**config.mk**
```make
export PLATFORM = sky130hd
export DESIGN_NAME = bcd_decoder
export DESIGN_NICKNAME = d
export VERILOG_FILES = /design/src/inc/bcd_pkg.sv /design/src/rtl/bcd_opcode_table.sv /design/src/rtl/bcd_mc_timer.sv /design/src/rtl/bcd_decoder.sv
export SDC_FILE = /design/constraint.sdc
export NUM_CORES = 1
export LEC_CHECK = 0
export BUFFER_PORTS_ARGS = -buffer_cell sky130_fd_sc_hd__buf_2
export CAP_MARGIN = 0
export CORE_ASPECT_RATIO = 1.1
export CORE_UTILIZATION = 51
export DETAILED_ROUTE_END_ITERATION = 7
export GPL_TIMING_DRIVEN = 0
export PLACE_DENSITY = 0.81
export SYNTH_ARGS = -nofsm -noshare
export SYNTH_HDL_FRONTEND = slang
export SYNTH_SLANG_ARGS = --single-unit
```
**constraint.sdc**
```tcl
create_clock -name core_clk -period 2.1 [get_ports core_clk]
set_clock_uncertainty 0.2 [all_clocks]
set_input_delay 0.105 -clock core_clk [delete_from_list [all_inputs] [get_ports core_clk]]
set_output_delay 0.105 -clock core_clk [all_outputs]
set_load 0.01 [all_outputs]
```
**src/inc/bcd_pkg.sv**
```systemverilog
/*
  Constants and types for the byte-core opcode decoder: opcode values,
  operation classes, operand sources, lengths and cycle counts.
  Assumes a single clock where one machine cycle is two clock periods.
*/
package bcd_pkg;
  // ==========================================================
  // Timing
  localparam int unsigned BCD_CLKS_PER_MC = 2;
  localparam logic [2:0] BCD_MC_ONE = 3'h1;
  localparam logic [2:0] BCD_MC_TWO = 3'h2;
  localparam logic [2:0] BCD_MC_FOUR = 3'h4;
  localparam logic [1:0] BCD_LEN_ONE = 2'h1;
  localparam logic [1:0] BCD_LEN_TWO = 2'h2;
  localparam logic [1:0] BCD_LEN_THREE = 2'h3;

  // ==========================================================
  // Single opcodes
  localparam logic [7:0] BCD_OP_MUL = 8'hA4;
  localparam logic [7:0] BCD_OP_DIV = 8'h84;
  localparam logic [7:0] BCD_OP_CLR_A = 8'hE4;
  localparam logic [7:0] BCD_OP_CPL_A = 8'hF4;
  localparam logic [7:0] BCD_OP_SWAP_A = 8'hC4;
  localparam logic [7:0] BCD_OP_ROT_L = 8'h23;
  localparam logic [7:0] BCD_OP_ROT_LC = 8'h33;
  localparam logic [7:0] BCD_OP_ROT_R = 8'h03;
  localparam logic [7:0] BCD_OP_ROT_RC = 8'h13;
  localparam logic [7:0] BCD_OP_LD_DPTR = 8'h90;
  localparam logic [7:0] BCD_OP_INC_DPTR = 8'hA3;
  localparam logic [7:0] BCD_OP_CODE_DPTR = 8'h93;
  localparam logic [7:0] BCD_OP_CODE_PC = 8'h83;
  localparam logic [7:0] BCD_OP_XRD_DPTR = 8'hE0;
  localparam logic [7:0] BCD_OP_XWR_DPTR = 8'hF0;
  localparam logic [7:0] BCD_OP_PUSH = 8'hC0;
  localparam logic [7:0] BCD_OP_POP = 8'hD0;
  localparam logic [7:0] BCD_OP_A_TO_DIR = 8'hF5;
  localparam logic [7:0] BCD_OP_DIR_TO_DIR = 8'h85;
  localparam logic [7:0] BCD_OP_IMM_TO_DIR = 8'h75;
  localparam logic [7:0] BCD_OP_IMM_TO_A = 8'h74;
  localparam logic [7:0] BCD_OP_XCH_DIR = 8'hC5;

  // High nibbles of the accumulator-operand families
  localparam logic [3:0] BCD_HI_ADD = 4'h2;
  localparam logic [3:0] BCD_HI_ADDC = 4'h3;
  localparam logic [3:0] BCD_HI_ORL = 4'h4;
  localparam logic [3:0] BCD_HI_ANL = 4'h5;
  localparam logic [3:0] BCD_HI_XRL = 4'h6;
  localparam logic [3:0] BCD_HI_SUBB = 4'h9;
  localparam logic [3:0] BCD_HI_MOVA = 4'hE;

  // Low nibbles of the operand forms within a family
  localparam logic [3:0] BCD_LO_IMM = 4'h4;
  localparam logic [3:0] BCD_LO_DIR = 4'h5;
  localparam logic [3:0] BCD_LO_ACC_TO_DIR = 4'h2;
  localparam logic [3:0] BCD_LO_IMM_TO_DIR = 4'h3;

  // ==========================================================
  // Types
  typedef enum logic [4:0] {
    BCD_NONE, BCD_ADD, BCD_ADDC, BCD_SUBB, BCD_AND, BCD_OR, BCD_XOR,
    BCD_CLR, BCD_CPL, BCD_SWAP, BCD_RL, BCD_RLC, BCD_RR, BCD_RRC,
    BCD_MUL, BCD_DIV, BCD_MOV, BCD_LD_DPTR, BCD_INC_DPTR, BCD_MOVC,
    BCD_XRD, BCD_XWR, BCD_PUSH, BCD_POP, BCD_XCH, BCD_XCHD
  } bcd_op_t;

  typedef enum logic [2:0] {
    BCD_SRC_NONE, BCD_SRC_ACC, BCD_SRC_REG, BCD_SRC_DIR, BCD_SRC_IND,
    BCD_SRC_IMM, BCD_SRC_DPTR, BCD_SRC_PC
  } bcd_src_t;

  typedef enum logic [2:0] {
    BCD_DST_NONE, BCD_DST_ACC, BCD_DST_REG, BCD_DST_DIR, BCD_DST_IND,
    BCD_DST_DPTR, BCD_DST_XDATA, BCD_DST_STACK
  } bcd_dst_t;
endpackage

```
**src/rtl/bcd_opcode_table.sv**
```systemverilog
/*
  Combinational opcode table: class, operands, length and machine
  cycles for one opcode byte. Assumes the caller registers its outputs.
*/
`timescale 1ns/100ps
module bcd_opcode_table
  import bcd_pkg::*;
(
  input wire logic [7:0] opcode,
  output bcd_op_t op,
  output bcd_src_t src,
  output bcd_dst_t dst,
  output logic [1:0] len,
  output logic [2:0] mcycles,
  output logic known
);
  function automatic bcd_op_t fam_op(input logic [3:0] hi);
    case (hi)
      BCD_HI_ADD: fam_op = BCD_ADD;
      BCD_HI_ADDC: fam_op = BCD_ADDC;
      BCD_HI_ORL: fam_op = BCD_OR;
      BCD_HI_ANL: fam_op = BCD_AND;
      BCD_HI_XRL: fam_op = BCD_XOR;
      BCD_HI_SUBB: fam_op = BCD_SUBB;
      BCD_HI_MOVA: fam_op = BCD_MOV;
      default: fam_op = BCD_NONE;
    endcase
  endfunction

  logic [3:0] hi;
  logic [3:0] lo;
  bcd_op_t f_op;
  assign hi = opcode[7:4];
  assign lo = opcode[3:0];
  assign f_op = fam_op(hi);

  always_comb begin
    op = BCD_NONE;
    src = BCD_SRC_NONE;
    dst = BCD_DST_NONE;
    len = BCD_LEN_ONE;
    mcycles = BCD_MC_ONE;
    known = 1'b1;
    // Accumulator families share one operand layout per low nibble
    if (f_op != BCD_NONE && (opcode[3] || lo == BCD_LO_DIR || lo[3:1] == 3'h3 || lo == BCD_LO_IMM)) begin
      op = f_op;
      dst = BCD_DST_ACC;
      if (opcode[3]) begin
        src = BCD_SRC_REG;
      end else if (lo == BCD_LO_DIR) begin
        src = BCD_SRC_DIR;
        len = BCD_LEN_TWO;
      end else if (lo == BCD_LO_IMM) begin
        src = BCD_SRC_IMM;
        len = BCD_LEN_TWO;
      end else begin
        src = BCD_SRC_IND;
      end
      // The load-immediate lives at 74 instead of E4 (E4 is clear)
      if (hi == BCD_HI_MOVA && lo == BCD_LO_IMM) begin
        op = BCD_CLR;
        src = BCD_SRC_NONE;
        len = BCD_LEN_ONE;
      end
    end else if ((hi == BCD_HI_ANL || hi == BCD_HI_ORL || hi == BCD_HI_XRL) &&
                 (lo == BCD_LO_ACC_TO_DIR || lo == BCD_LO_IMM_TO_DIR)) begin
      op = f_op;
      dst = BCD_DST_DIR;
      len = BCD_LEN_TWO;
      src = BCD_SRC_ACC;
      if (lo == BCD_LO_IMM_TO_DIR) begin
        src = BCD_SRC_IMM;
        len = BCD_LEN_THREE;
        mcycles = BCD_MC_TWO;
      end
    end else begin
      case (hi)
        4'hF: begin
          op = BCD_MOV;
          src = BCD_SRC_ACC;
          if (opcode[3]) dst = BCD_DST_REG;
          else if (lo[3:1] == 3'h3) dst = BCD_DST_IND;
          else if (opcode == BCD_OP_A_TO_DIR) begin
            dst = BCD_DST_DIR;
            len = BCD_LEN_TWO;
          end else if (lo[3:1] == 3'h1) begin
            op = BCD_XWR;
            dst = BCD_DST_XDATA;
            src = BCD_SRC_IND;
            mcycles = BCD_MC_TWO;
          end else if (opcode == BCD_OP_XWR_DPTR) begin
            op = BCD_XWR;
            dst = BCD_DST_XDATA;
            src = BCD_SRC_DPTR;
            mcycles = BCD_MC_TWO;
          end else if (opcode == BCD_OP_CPL_A) begin
            op = BCD_CPL;
            dst = BCD_DST_ACC;
          end else known = 1'b0;
        end
        4'h7: begin
          op = BCD_MOV;
          src = BCD_SRC_IMM;
          len = BCD_LEN_TWO;
          if (opcode[3]) dst = BCD_DST_REG;
          else if (lo[3:1] == 3'h3) dst = BCD_DST_IND;
          else if (opcode == BCD_OP_IMM_TO_DIR) begin
            dst = BCD_DST_DIR;
            len = BCD_LEN_THREE;
            mcycles = BCD_MC_TWO;
          end else if (opcode == BCD_OP_IMM_TO_A) dst = BCD_DST_ACC;
          else known = 1'b0;
        end
        4'hA: begin
          op = BCD_MOV;
          src = BCD_SRC_DIR;
          len = BCD_LEN_TWO;
          mcycles = BCD_MC_TWO;
          if (opcode[3]) dst = BCD_DST_REG;
          else if (lo[3:1] == 3'h3) dst = BCD_DST_IND;
          else known = 1'b0;
        end
        4'h8: begin
          op = BCD_MOV;
          dst = BCD_DST_DIR;
          len = BCD_LEN_TWO;
          mcycles = BCD_MC_TWO;
          if (opcode[3]) src = BCD_SRC_REG;
          else if (lo[3:1] == 3'h3) src = BCD_SRC_IND;
          else if (opcode == BCD_OP_DIR_TO_DIR) begin
            src = BCD_SRC_DIR;
            len = BCD_LEN_THREE;
          end else known = 1'b0;
        end
        4'hC: begin
          op = BCD_XCH;
          dst = BCD_DST_ACC;
          if (opcode[3]) src = BCD_SRC_REG;
          else if (lo[3:1] == 3'h3) src = BCD_SRC_IND;
          else if (opcode == BCD_OP_XCH_DIR) begin
            src = BCD_SRC_DIR;
            len = BCD_LEN_TWO;
          end else known = 1'b0;
        end
        4'hD: begin
          if (lo[3:1] == 3'h3) begin
            op = BCD_XCHD;
            src = BCD_SRC_IND;
            dst = BCD_DST_ACC;
          end else known = 1'b0;
        end
        4'hE: begin
          if (lo[3:1] == 3'h1) begin
            op = BCD_XRD;
            src = BCD_SRC_IND;
            dst = BCD_DST_ACC;
            mcycles = BCD_MC_TWO;
          end else known = 1'b0;
        end
        default: known = 1'b0;
      endcase
      // Single-opcode instructions override the nibble groups
      case (opcode)
        BCD_OP_MUL, BCD_OP_DIV: begin
          op = (opcode == BCD_OP_MUL) ? BCD_MUL : BCD_DIV;
          src = BCD_SRC_NONE;
          dst = BCD_DST_ACC;
          len = BCD_LEN_ONE;
          mcycles = BCD_MC_FOUR;
          known = 1'b1;
        end
        BCD_OP_SWAP_A, BCD_OP_ROT_L, BCD_OP_ROT_LC, BCD_OP_ROT_R, BCD_OP_ROT_RC: begin
          op = (opcode == BCD_OP_SWAP_A) ? BCD_SWAP : (opcode == BCD_OP_ROT_L) ? BCD_RL :
               (opcode == BCD_OP_ROT_LC) ? BCD_RLC : (opcode == BCD_OP_ROT_R) ? BCD_RR : BCD_RRC;
          src = BCD_SRC_ACC;
          dst = BCD_DST_ACC;
          len = BCD_LEN_ONE;
          mcycles = BCD_MC_ONE;
          known = 1'b1;
        end
        BCD_OP_LD_DPTR, BCD_OP_INC_DPTR: begin
          op = (opcode == BCD_OP_LD_DPTR) ? BCD_LD_DPTR : BCD_INC_DPTR;
          src = (opcode == BCD_OP_LD_DPTR) ? BCD_SRC_IMM : BCD_SRC_DPTR;
          dst = BCD_DST_DPTR;
          len = (opcode == BCD_OP_LD_DPTR) ? BCD_LEN_THREE : BCD_LEN_ONE;
          mcycles = BCD_MC_TWO;
          known = 1'b1;
        end
        BCD_OP_CODE_DPTR, BCD_OP_CODE_PC: begin
          op = BCD_MOVC;
          src = (opcode == BCD_OP_CODE_DPTR) ? BCD_SRC_DPTR : BCD_SRC_PC;
          dst = BCD_DST_ACC;
          len = BCD_LEN_ONE;
          mcycles = BCD_MC_TWO;
          known = 1'b1;
        end
        BCD_OP_XRD_DPTR: begin
          op = BCD_XRD;
          src = BCD_SRC_DPTR;
          dst = BCD_DST_ACC;
          len = BCD_LEN_ONE;
          mcycles = BCD_MC_TWO;
          known = 1'b1;
        end
        BCD_OP_PUSH, BCD_OP_POP: begin
          op = (opcode == BCD_OP_PUSH) ? BCD_PUSH : BCD_POP;
          src = (opcode == BCD_OP_PUSH) ? BCD_SRC_DIR : BCD_SRC_NONE;
          dst = (opcode == BCD_OP_PUSH) ? BCD_DST_STACK : BCD_DST_DIR;
          len = BCD_LEN_TWO;
          mcycles = BCD_MC_TWO;
          known = 1'b1;
        end
        default: ;
      endcase
    end
    if (!known) begin
      op = BCD_NONE;
      src = BCD_SRC_NONE;
      dst = BCD_DST_NONE;
      len = BCD_LEN_ONE;
      mcycles = BCD_MC_ONE;
    end
  end
endmodule

```
**src/rtl/bcd_mc_timer.sv**
```systemverilog
/*
  Machine-cycle timer: a phase bit that splits each machine cycle into
  two clock periods and counts machine cycles of the running instruction.
  Assumes start is only raised while idle.
*/
`timescale 1ns/100ps
module bcd_mc_timer
  import bcd_pkg::*;
(
  input wire logic core_clk,
  input wire logic rst_b,
  input wire logic clk_en,
  input wire logic start,
  input wire logic [2:0] mcycles,
  output logic busy,
  output logic mc_tick,
  output logic last
);
  logic phase_q;
  logic [2:0] left_q;

  // Second clock of a machine cycle ends it
  assign mc_tick = busy && phase_q;
  assign last = mc_tick && (left_q == 3'h1);
  assign busy = (left_q != 3'h0);

  always_ff @(posedge core_clk or negedge rst_b) begin
    if (!rst_b) begin
      phase_q <= 1'b0;
    end else if (clk_en) begin
      phase_q <= busy ? ~phase_q : 1'b0;
    end
  end

  always_ff @(posedge core_clk or negedge rst_b) begin
    if (!rst_b) begin
      left_q <= 3'h0;
    end else if (clk_en) begin
      if (start && !busy) begin
        left_q <= mcycles;
      end else if (mc_tick) begin
        left_q <= left_q - 3'h1;
      end
    end
  end
endmodule

```
**src/rtl/bcd_decoder.sv**
```systemverilog
/*
  Opcode decoder and sequencer for the 8-bit accumulator core.
  Takes bytes from the program fetch path, collects operands, then
  holds a decoded instruction for its machine-cycle count.
  Assumes fetch data is valid in the cycle fetch_valid is high.
*/
`timescale 1ns/100ps
module bcd_decoder
  import bcd_pkg::*;
(
  input wire logic core_clk,
  input wire logic rst_b,
  input wire logic clk_en,
  input wire logic fetch_valid,
  input wire logic [7:0] fetch_data,
  output logic fetch_ready,
  output logic exec_valid,
  output logic exec_mc_tick,
  output logic exec_done,
  output bcd_op_t exec_op,
  output bcd_src_t exec_src,
  output bcd_dst_t exec_dst,
  output logic [7:0] exec_opcode,
  output logic [2:0] exec_reg,
  output logic exec_ptr,
  output logic [7:0] exec_operand1,
  output logic [7:0] exec_operand2,
  output logic [1:0] exec_len,
  output logic [2:0] exec_mcycles,
  output logic exec_illegal
);
  typedef enum logic [1:0] {BCD_ST_OPCODE, BCD_ST_OPND1, BCD_ST_OPND2, BCD_ST_EXEC} bcd_state_t;

  // ==========================================================
  // Opcode lookup
  bcd_op_t tab_op;
  bcd_src_t tab_src;
  bcd_dst_t tab_dst;
  logic [1:0] tab_len;
  logic [2:0] tab_mc;
  logic tab_known;

  bcd_opcode_table u_table (
    .opcode(fetch_data),
    .op(tab_op),
    .src(tab_src),
    .dst(tab_dst),
    .len(tab_len),
    .mcycles(tab_mc),
    .known(tab_known)
  );

  // ==========================================================
  // Fetch sequence
  bcd_state_t state_q;
  bcd_state_t state_d;
  logic take;
  logic tmr_start;
  logic tmr_busy;
  logic tmr_tick;
  logic tmr_last;

  // Bytes are accepted only while collecting; execution stalls fetch
  assign fetch_ready = (state_q != BCD_ST_EXEC);
  assign take = fetch_valid && fetch_ready && clk_en;

  always_comb begin
    state_d = state_q;
    case (state_q)
      BCD_ST_OPCODE: begin
        if (take) begin
          state_d = (tab_len == BCD_LEN_ONE) ? BCD_ST_EXEC : BCD_ST_OPND1;
        end
      end
      BCD_ST_OPND1: begin
        if (take) begin
          state_d = (exec_len == BCD_LEN_THREE) ? BCD_ST_OPND2 : BCD_ST_EXEC;
        end
      end
      BCD_ST_OPND2: begin
        if (take) begin
          state_d = BCD_ST_EXEC;
        end
      end
      BCD_ST_EXEC: begin
        if (tmr_last) begin
          state_d = BCD_ST_OPCODE;
        end
      end
      default: state_d = BCD_ST_OPCODE;
    endcase
  end

  always_ff @(posedge core_clk or negedge rst_b) begin
    if (!rst_b) begin
      state_q <= BCD_ST_OPCODE;
    end else if (clk_en) begin
      state_q <= state_d;
    end
  end

  // ==========================================================
  // Decoded instruction hold
  always_ff @(posedge core_clk or negedge rst_b) begin
    if (!rst_b) begin
      exec_op <= BCD_NONE;
      exec_src <= BCD_SRC_NONE;
      exec_dst <= BCD_DST_NONE;
      exec_opcode <= 8'h00;
      exec_reg <= 3'h0;
      exec_ptr <= 1'b0;
      exec_len <= BCD_LEN_ONE;
      exec_mcycles <= BCD_MC_ONE;
      exec_illegal <= 1'b0;
    end else if (take && state_q == BCD_ST_OPCODE) begin
      exec_op <= tab_op;
      exec_src <= tab_src;
      exec_dst <= tab_dst;
      exec_opcode <= fetch_data;
      exec_reg <= fetch_data[2:0];
      exec_ptr <= fetch_data[0];
      exec_len <= tab_len;
      exec_mcycles <= tab_mc;
      // Unknown codes run as a one-cycle no-op and flag it
      exec_illegal <= !tab_known;
    end
  end

  always_ff @(posedge core_clk or negedge rst_b) begin
    if (!rst_b) begin
      exec_operand1 <= 8'h00;
      exec_operand2 <= 8'h00;
    end else if (take) begin
      if (state_q == BCD_ST_OPCODE) begin
        exec_operand1 <= 8'h00;
        exec_operand2 <= 8'h00;
      end else if (state_q == BCD_ST_OPND1) begin
        exec_operand1 <= fetch_data;
      end else if (state_q == BCD_ST_OPND2) begin
        exec_operand2 <= fetch_data;
      end
    end
  end

  // ==========================================================
  // Execution timing
  assign tmr_start = (state_q == BCD_ST_EXEC) && !tmr_busy && !exec_valid;

  // Timer starts the first cycle of execute; valid marks the run
  always_ff @(posedge core_clk or negedge rst_b) begin
    if (!rst_b) begin
      exec_valid <= 1'b0;
    end else if (clk_en) begin
      if (tmr_last) begin
        exec_valid <= 1'b0;
      end else if (tmr_start) begin
        exec_valid <= 1'b1;
      end
    end
  end

  bcd_mc_timer u_timer (
    .core_clk(core_clk),
    .rst_b(rst_b),
    .clk_en(clk_en),
    .start(tmr_start),
    .mcycles(exec_mcycles),
    .busy(tmr_busy),
    .mc_tick(tmr_tick),
    .last(tmr_last)
  );

  assign exec_mc_tick = tmr_tick && clk_en;
  assign exec_done = tmr_last && clk_en;
endmodule

```
==> qor.yml, run 1 <==
clk_pin_slew_ns: 0.09
cp_data_arrival_time_ns: 2.13
rows: 31
drt-vias-per-instance: 6.547
hp-class: "primary input to flip-flop"
p_leak_nw: 1.962
regArea_um2: 1204
gp_congestion: 0.9942
drive_gt1_frac: 0.3453
relSlewSlack: 0.2858
fillers: 544
initial_core_util: 0.5324
htree_levels: 2
critPathLaunch: "fetch_data[3]"
dpl.cell_count: 557
rr_startpoint: "state_q[1]$_DFFE_PN0P_"
syn-num-nets: 438
grt_max_degree: 49
async_flop_share: 1.000
hold_violations: 0
die_h_um: 89.27
num_vias: 3817
synth_cells: 419
pre_cts_slack_ns: -0.6014
worstPathRequired_ns: 2.13
core_um2: 6633
cts_sinks: 48
first_global_vias: 3398
nets: 519
cts_buffers: 5
cts_tree: "yes"
ant_nets: 0
finalWirelength_um: 13060
synth-seq-cells: 48
fmax_mhz: 477.2
rsz0062_at_grt: "true"
synth_area_um2: 3531
wl_per_cell_um: 22.40
die_area_um2: 7260
antenna_found_initial: 0
final_cells: 583
hpwl_um: 8774
synth.distinct_cells: 74
period_share: 0.9978
syn2layout_area_growth_pct: 23.78
p_total_w: 0.004585
grt_pass1_wl_um: 18520
clockBufferDepth: 2
dpl_cell_area_um2: 3921
synth_area_leaders: "dfrtp_1 (33%), mux2_2 (5.4%), nand2_1 (4.9%)"
power_density_nw_per_um2: 1049
synth-seq-area-share: 0.3409
drtPass1Iterations: 5
cap_violations: 0
synth_flop_cell: "dfrtp_1"
r2r_cells: 6
clk_latency_ns: 0.31
top_level_ports: 61
yosysTopAreaCell: "dfrtp_1"
die_x_um: 81.34
hold_depth: 2
final-max-slew-violation-count: 0
grt_use_total: 0.3455
yosys_warnings: 0
fin_area_um2: 4370
status: "completed"
overflow: 0
ctsRootBufferMaster: "clkbuf_8"
min_from: "clk_en"
synth-edff-count: 0
setup_violations: 0
drt_iter0_markers: 317
synth.avg_cell_area_um2: 8.427
drc: 0
cp_max_fo: 10
port_buffers: 56
multi_input_area_um2: 2241
synth_commonest_cells: "dfrtp_1 (46), nand2_1 (46), nor2_1 (34)"
crit_path_start_kind: "primary input"
worst_slack_ns: 0.004603
period_minus_slack_ns: 2.095
crit_type: "primary input to flip-flop"
diodes: 0
worst_pin_slew_ns: 1.071
ir_worst_vdd_v: 0.0007139
netlist.area_leader.share: 0.3260
worst_setup_path_end_kind: "flip-flop"
-- worst paths after layout --
path / end / slack, ns
min in group asynchronous: exec_operand1[3]$_DFFE_PN0P_ / 0.36
worst min register to register: exec_dst[2]$_DFFE_PN0P_ / 0.28
max in group asynchronous: exec_opcode[4]$_DFFE_PN0P_ / 0.68
worst min-delay path: u_timer.phase_q$_DFFE_PN0P_ / 0.07
worst max register to register: exec_src[0]$_DFFE_PN0P_ / 0.01
worst max-delay path: exec_mcycles[0]$_DFFE_PN1P_ / 0.005
-- per-stage QoR --
step	util	TNS [ns]	hold slack [ns]
6_report	0.6589	0	0.06901
4_1_cts	0.6348	-0.005860	0.02876
2_1_floorplan	-	0	-0.3906
3_3_place_gp	0.5912	-9.892	0.1266
3_5_place_dp	0.5912	-11.07	0.1394
5_1_grt	0.6589	-0.1299	0.1072
-- cells in the final DEF (no fill, tap or decap), drive strengths merged, types with 6 or more instances in the layout --
master   n
nor2b   11
mux2    17
o21ai   29
nand2   46
buf     93
nor2    34
nand2b   8
ha       7
nor3    16
clkbuf  25
a21oi   21
dfrtp   46
a31oi   10
nor4     6
o31ai    9
inv     12
nand3   14
-- logic make-up (layout without fill, tap and decap cells) --
logic type,Yosys count,after routing,share of synthesized area
simple gates,169,169,0.2558
mux,17,17,0.05422
fa+ha+maj,8,8,0.02764
compound gates,124,124,0.2466
xor+xnor,2,2,0.004962
flops,48,48,0.3409
buf+inv,51,133,0.06981
-- cell type report --
type / count / share of cell area
inverters: 12 / 0.01031
well taps: 82 / 0.02348
repair buffers: 74 / 0.09848
plain buffers: 39 / 0.05182
multi-input cells: 320 / 0.5127
clock buffers: 6 / 0.01889
flip-flops and latches: 48 / 0.2754
clock inverters: 2 / 0.008875
-- power breakdown --
| part | total, W | internal, W | switching (W) |
|---|---|---|---|
| clock network | 0.000714 | 0.000390 | 0.000324 |
| logic | 0.00223 | 0.00101 | 0.00123 |
| registers | 0.00164 | 0.00135 | 0.000290 |
| total | 0.00459 | 0.00275 | 0.00184 |
-- routing by layer --
layer,track usage,vias up,share of wire
met5,0,-,0
met4,0.1558,0,0.035
met3,0.03776,41,0.074
met2,0.5909,233,0.49
met1,0.4356,1841,0.40
li1,-,1702,-
-- state kept, by name (all words and copies together), names as in the netlist --
name / flops
exec_dst: 3
exec_illegal: 1
exec_len: 2
exec_mcycles: 3
exec_op: 5
exec_opcode: 8
exec_operand1: 8
exec_operand2: 8
exec_src: 3
exec_valid: 1
state_q: 2
u_timer.left_q: 3
u_timer.phase_q: 1
-- worst max-delay path, stage by stage --
cell       delay (ns)
buf_2            0.12
buf_4            0.19
nor2_2           0.34
o2111ai_1        0.24
o21bai_1         0.39
nor4_2           0.10
and2_4           0.17
buf_6            0.13
o32a_1           0.34
-- what timing repair did --
item                                    CTS  global route
gates resized for setup                  23            39
hold endpoints to repair                 46             0
hold buffers                              1             0
setup buffers                            10             7
pin swaps                                 8             5
endpoints found under the setup margin   43            43
Power figures use the tool's default switching activity.
==> run 2, diff against run 1 <==
--- a/config.mk
+++ b/config.mk
@@ -8,10 +8,11 @@
 export BUFFER_PORTS_ARGS = -buffer_cell sky130_fd_sc_hd__buf_2
 export CAP_MARGIN = 0
 export CORE_ASPECT_RATIO = 1.1
-export CORE_UTILIZATION = 51
+export CORE_UTILIZATION = 61
 export DETAILED_ROUTE_END_ITERATION = 7
 export GPL_TIMING_DRIVEN = 0
-export PLACE_DENSITY = 0.81
+export PLACE_DENSITY = 0.9
+export REMOVE_ABC_BUFFERS = 1
 export SYNTH_ARGS = -nofsm -noshare
 export SYNTH_HDL_FRONTEND = slang
 export SYNTH_SLANG_ARGS = --single-unit
==> constraint.sdc (replaced) <==
create_clock -name core_clk -period 2.6 [get_ports core_clk]
set_clock_uncertainty 0.2 [all_clocks]
set_input_delay 0.13 -clock core_clk [delete_from_list [all_inputs] [get_ports core_clk]]
set_output_delay 0.13 -clock core_clk [all_outputs]
set_load 0.01 [all_outputs]
==> run 2 against run 1 <==
  * First-iteration DRC count down 4.7%
  * Critical endpoint unchanged
  * Via count down 7.3%
  * Core utilization is 5.3 points higher
  * Global-route usage decreased by 0.56 points
  * Largest cell class unchanged
  * Power decreased by 28%
  * Critical path depth is 2 lower
==> qor.yml, run 2 (synthesis results as in run 1) <==
status: "completed"
ir_worst_vdd_v: 0.0006267
power_density_nw_per_um2: 849.1
worst_setup_path_end_kind: "flip-flop"
die_x_um: 74.54
switching_share: 0.4041
fin_area_um2: 3890
overflow: 0
top_level_ports: 61
drc: 0
largest_registers: "exec_opcode: 8 flops, exec_operand1: 8 flops, exec_operand2: 8 flops"
hpwl_um: 6985
drt_iter0_markers: 302
cap_violations: 0
cpPeakStageDelay_ns: 0.76
ant_nets: 0
period_share: 0.9682
relSlewSlack: 0.3026
die_h_um: 81.80
final_cells: 526
path_buf_inv: 2
clockBufferDepth: 2
combPwrFrac: 0.464
drt-vias-per-instance: 6.728
slowest_stage: "a311oi_2"
port_buffers: 60
antenna_found_initial: 0
drtPass1Iterations: 5
worst_pin_slew_ns: 1.046
period_minus_slack_ns: 2.517
grt_use_total: 0.3398
worstPathRequired_ns: 2.63
layout_commonest_cell: "buf_2"
rsz0062_at_grt: "false"
core_um2: 5465
layout_common_cells: "buf_2 (59), nand2_1 (46), dfrtp_1 (46), nor2_1 (34), o21ai_0 (28)"
crit_path_start_kind: "primary input"
clk_pin_slew_ns: 0.08
clkPwrFrac: 0.145
dpl.cell_count: 515
dpl_cell_area_um2: 3724
syn2layout_area_growth_pct: 10.17
setup_violations: 0
nets: 469
crit_type: "primary input to flip-flop"
htree_levels: 2
cp_data_arrival_time_ns: 2.55
final-max-slew-violation-count: 0
initial_core_util: 0.6461
p_leak_nw: 1.707
gp_congestion: 0.9929
hold_violations: 0
power_frac_seq: 0.390
ctsRootBufferMaster: "clkbuf_8"
rows: 28
cts_buffers: 5
fin_hold_ws_ns: 0.07905
drive_gt1_frac: 0.2373
first_global_vias: 3134
grt_pass1_wl_um: 15760
pre_cts_slack_ns: -1.106
switchingPower_w: 0.001335
intPower_w: 0.001968
diodes: 0
fillers: 438
wl_per_cell_um: 19.47
clk_latency_ns: 0.31
grt_max_degree: 49
utilization: 0.7118
hp-class: "primary input to flip-flop"
cts_tree: "yes"
finalWirelength_um: 10240
cts_sinks: 48
die_area_um2: 6097
fmax_mhz: 397.2
worstPathCellList: "buf_2 -> inv_1 -> nand2_1 -> a311oi_2 -> nor4_2 -> and2_4 -> o32a_1"
worst_slack_ns: 0.08256
cp_max_fo: 31
num_vias: 3539
cp_top_family: "compound AO/OA/AOI/OAI gates"
[run 2: power by group through the flow]
stage | registers [W] | logic (W) | clock network [W]
finish | 0.00129 | 0.00153 | 0.000480
global route | 0.00133 | 0.00170 | 0.000510
CTS | 0.00128 | 0.00151 | 0.000481
detailed placement | 0.00130 | 0.00146 | 0
global placement | 0.00127 | 0.00141 | 0
floorplan | 0.00143 | 0.000730 | 0
[run 2: worst register-to-register path: cells and delay by family, from the launching register on]
family / cells / cell delay (ns)
fa+ha+maj: 1 / 0.27
flops: 1 / 0.45
simple gates: 3 / 0.96
compound gates: 2 / 0.44
[run 2: worst paths after layout]
| path | start | endpoint | slack, ns | cells past startpoint |
|---|---|---|---|---|
| setup / recovery | fetch_data[6] | exec_mcycles[0]$_DFFE_PN1P_ | 0.08 | 7 |
| hold / removal | fetch_data[0] | exec_opcode[0]$_DFFE_PN0P_ | 0.08 | 3 |
| setup reg to reg | state_q[1]$_DFFE_PN0P_ | exec_src[0]$_DFFE_PN0P_ | 0.17 | 6 |
| hold reg to reg | exec_opcode[4]$_DFFE_PN0P_ | exec_opcode[4]$_DFFE_PN0P_ | 0.29 | 2 |
| max in group asynchronous | rst_b | exec_opcode[6]$_DFFE_PN0P_ | 1.20 | 2 |
| min in group asynchronous | rst_b | exec_dst[2]$_DFFE_PN0P_ | 0.34 | 2 |
[run 2: area by class of cell]
cell class | count | area, um^2 | area share
Clock inverter | 2 | 13.76 | 0.003538
Clock buffer | 6 | 82.58 | 0.02123
Sequential cell | 48 | 1204 | 0.3094
Tap cell | 75 | 93.84 | 0.02412
Timing Repair Buffer | 62 | 322.8 | 0.08299
Multi-Input combinational cell | 321 | 2128 | 0.5471
Inverter | 12 | 45.04 | 0.01158
[run 2: through the flow]
step	TNS, ns	total power [W]
floorplan	-0.3951	0.002161
global placement	-6.737	0.002679
detailed placement	-10.21	0.002762
CTS	0	0.003277
global route	0	0.003536
finish	0	0.003303
[run 2: routing by layer]
| metal | wire [um] | track usage |
|---|---|---|
| met1 | 4250 | 0.4712 |
| met2 | 4874 | 0.5378 |
| met3 | 901 | 0.04294 |
| met4 | 214 | 0.1321 |
| met5 | 0 | 0 |
[run 2: timing repair]
item,CTS,global route
pin swaps,2,0
gates resized for setup,7,1
endpoints found under the hold margin,47,0
hold buffers,2,0
gates cloned,0,1
buffers inserted,0,0
endpoints found under the setup margin,30,3
==> run 3, diff against run 2 <==
--- a/config.mk
+++ b/config.mk
@@ -5,10 +5,11 @@
 export SDC_FILE = /design/constraint.sdc
 export NUM_CORES = 1
 export LEC_CHECK = 0
+export ABC_AREA = 1
 export BUFFER_PORTS_ARGS = -buffer_cell sky130_fd_sc_hd__buf_2
 export CAP_MARGIN = 0
 export CORE_ASPECT_RATIO = 1.1
-export CORE_UTILIZATION = 61
+export CORE_UTILIZATION = 60
 export DETAILED_ROUTE_END_ITERATION = 7
 export GPL_TIMING_DRIVEN = 0
 export PLACE_DENSITY = 0.9
==> run 3 against run 2 <==
  * Combinational power shrank 7%
  * Global-route usage shrank 2.1 points
  * Cell count up 1.5%
  * Power rose by 2.5%
  * Hold slack got worse by 0.072 ns
  * Die area decreased by 12%
  * Core utilization rose by 3.8 points
  * Setup slack improved by 0.094 ns
  * Sequential share of layout area up 2.6 points
  * Critical path depth is 1 lower
  * Largest cell class unchanged
  * Largest power group unchanged
  * Highest routed layer unchanged
==> qor.yml, run 3 <==
synth-seq-area-share: 0.3939
fmax_mhz: 412.7
finalWirelength_um: 8394
synth-edff-count: 0
ant_nets: 0
core_um2: 4782
clk_pin_slew_ns: 0.10
hold_violations: 0
period_minus_slack_ns: 2.423
wl_per_cell_um: 15.72
diodes: 0
ctsRootBufferMaster: "clkbuf_8"
clk_latency_ns: 0.31
rows: 26
power_density_nw_per_um2: 944.4
hpwl_um: 6337
synth_flop_cell: "dfrtp_1"
post-cts-setup-buffers: 0
final-max-slew-violation-count: 0
tns_ns: 0
antenna_found_initial: 0
synth.distinct_cells: 36
yosys_warnings: 0
synth.avg_cell_area_um2: 7.416
crit_type: "flip-flop to flip-flop"
yosysMostFrequentCell: "nand2_1"
worst_pin_slew_ns: 1.057
fin_hold_ws_ns: 0.006937
async_flop_share: 1.000
yosysTopAreaCell: "dfrtp_1"
cts_tree: "yes"
ir_worst_vdd_v: 0.0006142
relSlewSlack: 0.2954
initial_core_util: 0.6389
p_leak_nw: 1.903
hp-class: "primary input to flip-flop"
die_h_um: 76.85
grt_max_degree: 49
drive_gt1_frac: 0.2699
die_x_um: 70.04
synth_cells: 412
nets: 496
hold_depth: 3
drt-vias-per-instance: 5.730
crit_path_start_kind: "flip-flop"
period_share: 0.9319
cp_max_fo: 37
cts_buffers: 5
port_buffers: 60
gp_congestion: 0.9843
grt_pass1_wl_um: 13580
worstPathRequired_ns: 2.62
top_level_ports: 61
synth_commonest_cells: "nand2_1 (97), nor2_1 (64), dfrtp_1 (46)"
layout_commonest_cell: "nand2_1"
setup_violations: 0
syn2layout_area_growth_pct: 17.36
die_area_um2: 5382
drtPass1Iterations: 7
num_vias: 3060
cap_violations: 0
first_global_vias: 2810
clockBufferDepth: 2
synth_area_um2: 3055
synth-seq-cells: 48
htree_levels: 2
r2r_cells: 6
rsz0062_at_grt: "false"
grt_use_total: 0.3189
status: "completed"
worst_setup_path_end_kind: "flip-flop"
cts_sinks: 48
drc: 0
largest_registers: "exec_opcode: 8 flops, exec_operand1: 8 flops, exec_operand2: 8 flops"
netlist.area_leader.share: 0.3767
ff2ff_setup_slack_ns: 0.18
drt_iter0_markers: 240
overflow: 0
layout_common_cells: "nand2_1 (97), nor2_1 (64), buf_2 (60), dfrtp_1 (46), inv_1 (30)"
synth_area_leaders: "dfrtp_1 (38%), nand2_1 (12%), nor2_1 (7.9%)"
cp_data_arrival_time_ns: 2.45
-- run 3: cell types whose count changed after synthesis, moves of 9 or more --
cell      before  now
inv_2          1   16
nand2_2        0   10
a31oi_1       10    1
nor2b_1       11    0
inv_1         11   30
clkbuf_1      19    4
nor2_1        34   64
nor3_1        16    6
nand2_1       46   97
o21ai_1        1   10
-- run 3: layer usage --
metal / vias up / GRT usage / wire (um)
li1: 1477 / - / -
met1: 1438 / 0.4240 / 3532
met2: 132 / 0.5452 / 4189
met3: 13 / 0.04074 / 555
met4: 0 / 0.09000 / 118
met5: - / 0 / 0
-- run 3: layout make-up --
type                    count  area, um^2
inverters                  47       181.4
repair buffers             66       360.3
flip-flops and latches     48        1204
clock buffers               5       68.82
clock inverters             3       68.82
fillers                   370        1196
multi-input cells         309        1633
well taps                  56       70.07
-- run 3: what timing repair did --
| action | CTS | global route |
|---|---|---|
| endpoints found under the hold margin | 51 | 0 |
| hold buffers | 6 | 0 |
| setup endpoints to repair | 24 | 25 |
| pin swaps | 0 | 0 |
| gates resized for setup | 2 | 1 |
| cloned | 0 | 0 |
-- run 3: logic make-up (layout without fill, tap and decap cells) --
| group | count (synthesis) | count (layout) | synth area share |
|---|---|---|---|
| AO/OA/AOI/OAI | 69 | 69 | 0.1294 |
| adder cells (fa/ha/maj) | 7 | 7 | 0.02866 |
| AND/OR/NAND/NOR | 216 | 216 | 0.3137 |
| multiplexers | 16 | 16 | 0.05897 |
| XOR/XNOR | 1 | 1 | 0.002867 |
| flip-flops | 48 | 48 | 0.3939 |
| buffers and inverters | 55 | 121 | 0.07248 |
-- run 3: worst paths after layout --
path                                        start                    endpoint
setup / recovery           state_q[0]$_DFFE_PN0P_      exec_op[0]$_DFFE_PN0P_
hold / removal                      fetch_data[0]  exec_opcode[0]$_DFFE_PN0P_
setup reg to reg           state_q[0]$_DFFE_PN0P_      exec_op[0]$_DFFE_PN0P_
hold reg to reg            exec_op[3]$_DFFE_PN0P_      exec_op[3]$_DFFE_PN0P_
max in group asynchronous                   rst_b  exec_opcode[5]$_DFFE_PN0P_
min in group asynchronous                   rst_b     exec_dst[0]$_DFFE_PN0P_
-- run 3: power breakdown --
| group | internal, W | leakage [nW] | total, W | switching (W) |
|---|---|---|---|---|
| Sequential | 0.00109 | 0.605 | 0.00130 | 0.000211 |
| Clock | 0.000388 | 0.0687 | 0.000670 | 0.000282 |
| Combinational | 0.000601 | 1.23 | 0.00142 | 0.000818 |
| Total | 0.00208 | 1.90 | 0.00339 | 0.00131 |
-- run 3: metrics by stage --
stage               worst slack [ns]  std cells  utilization  area (um^2)  total power [W]
finish                        0.1770        534       0.7499         3586         0.003387
global route                 0.03542        534       0.7499         3586         0.003607
detailed placement           -0.5420        520       0.7070         3381         0.002707
floorplan                     0.1295        404            -         3010         0.002151
global placement             -0.4457        520       0.7070         3381         0.002633
CTS                          0.05170        534       0.7493         3583         0.003379
-- run 3: worst max-delay path: stages, from the launching register on --
cell      delay (ns)
dfrtp_1         0.42
inv_1           0.13
ha_2            0.37
inv_1           0.11
nor2_2          0.43
clkinv_4        0.35
o31ai_1         0.31
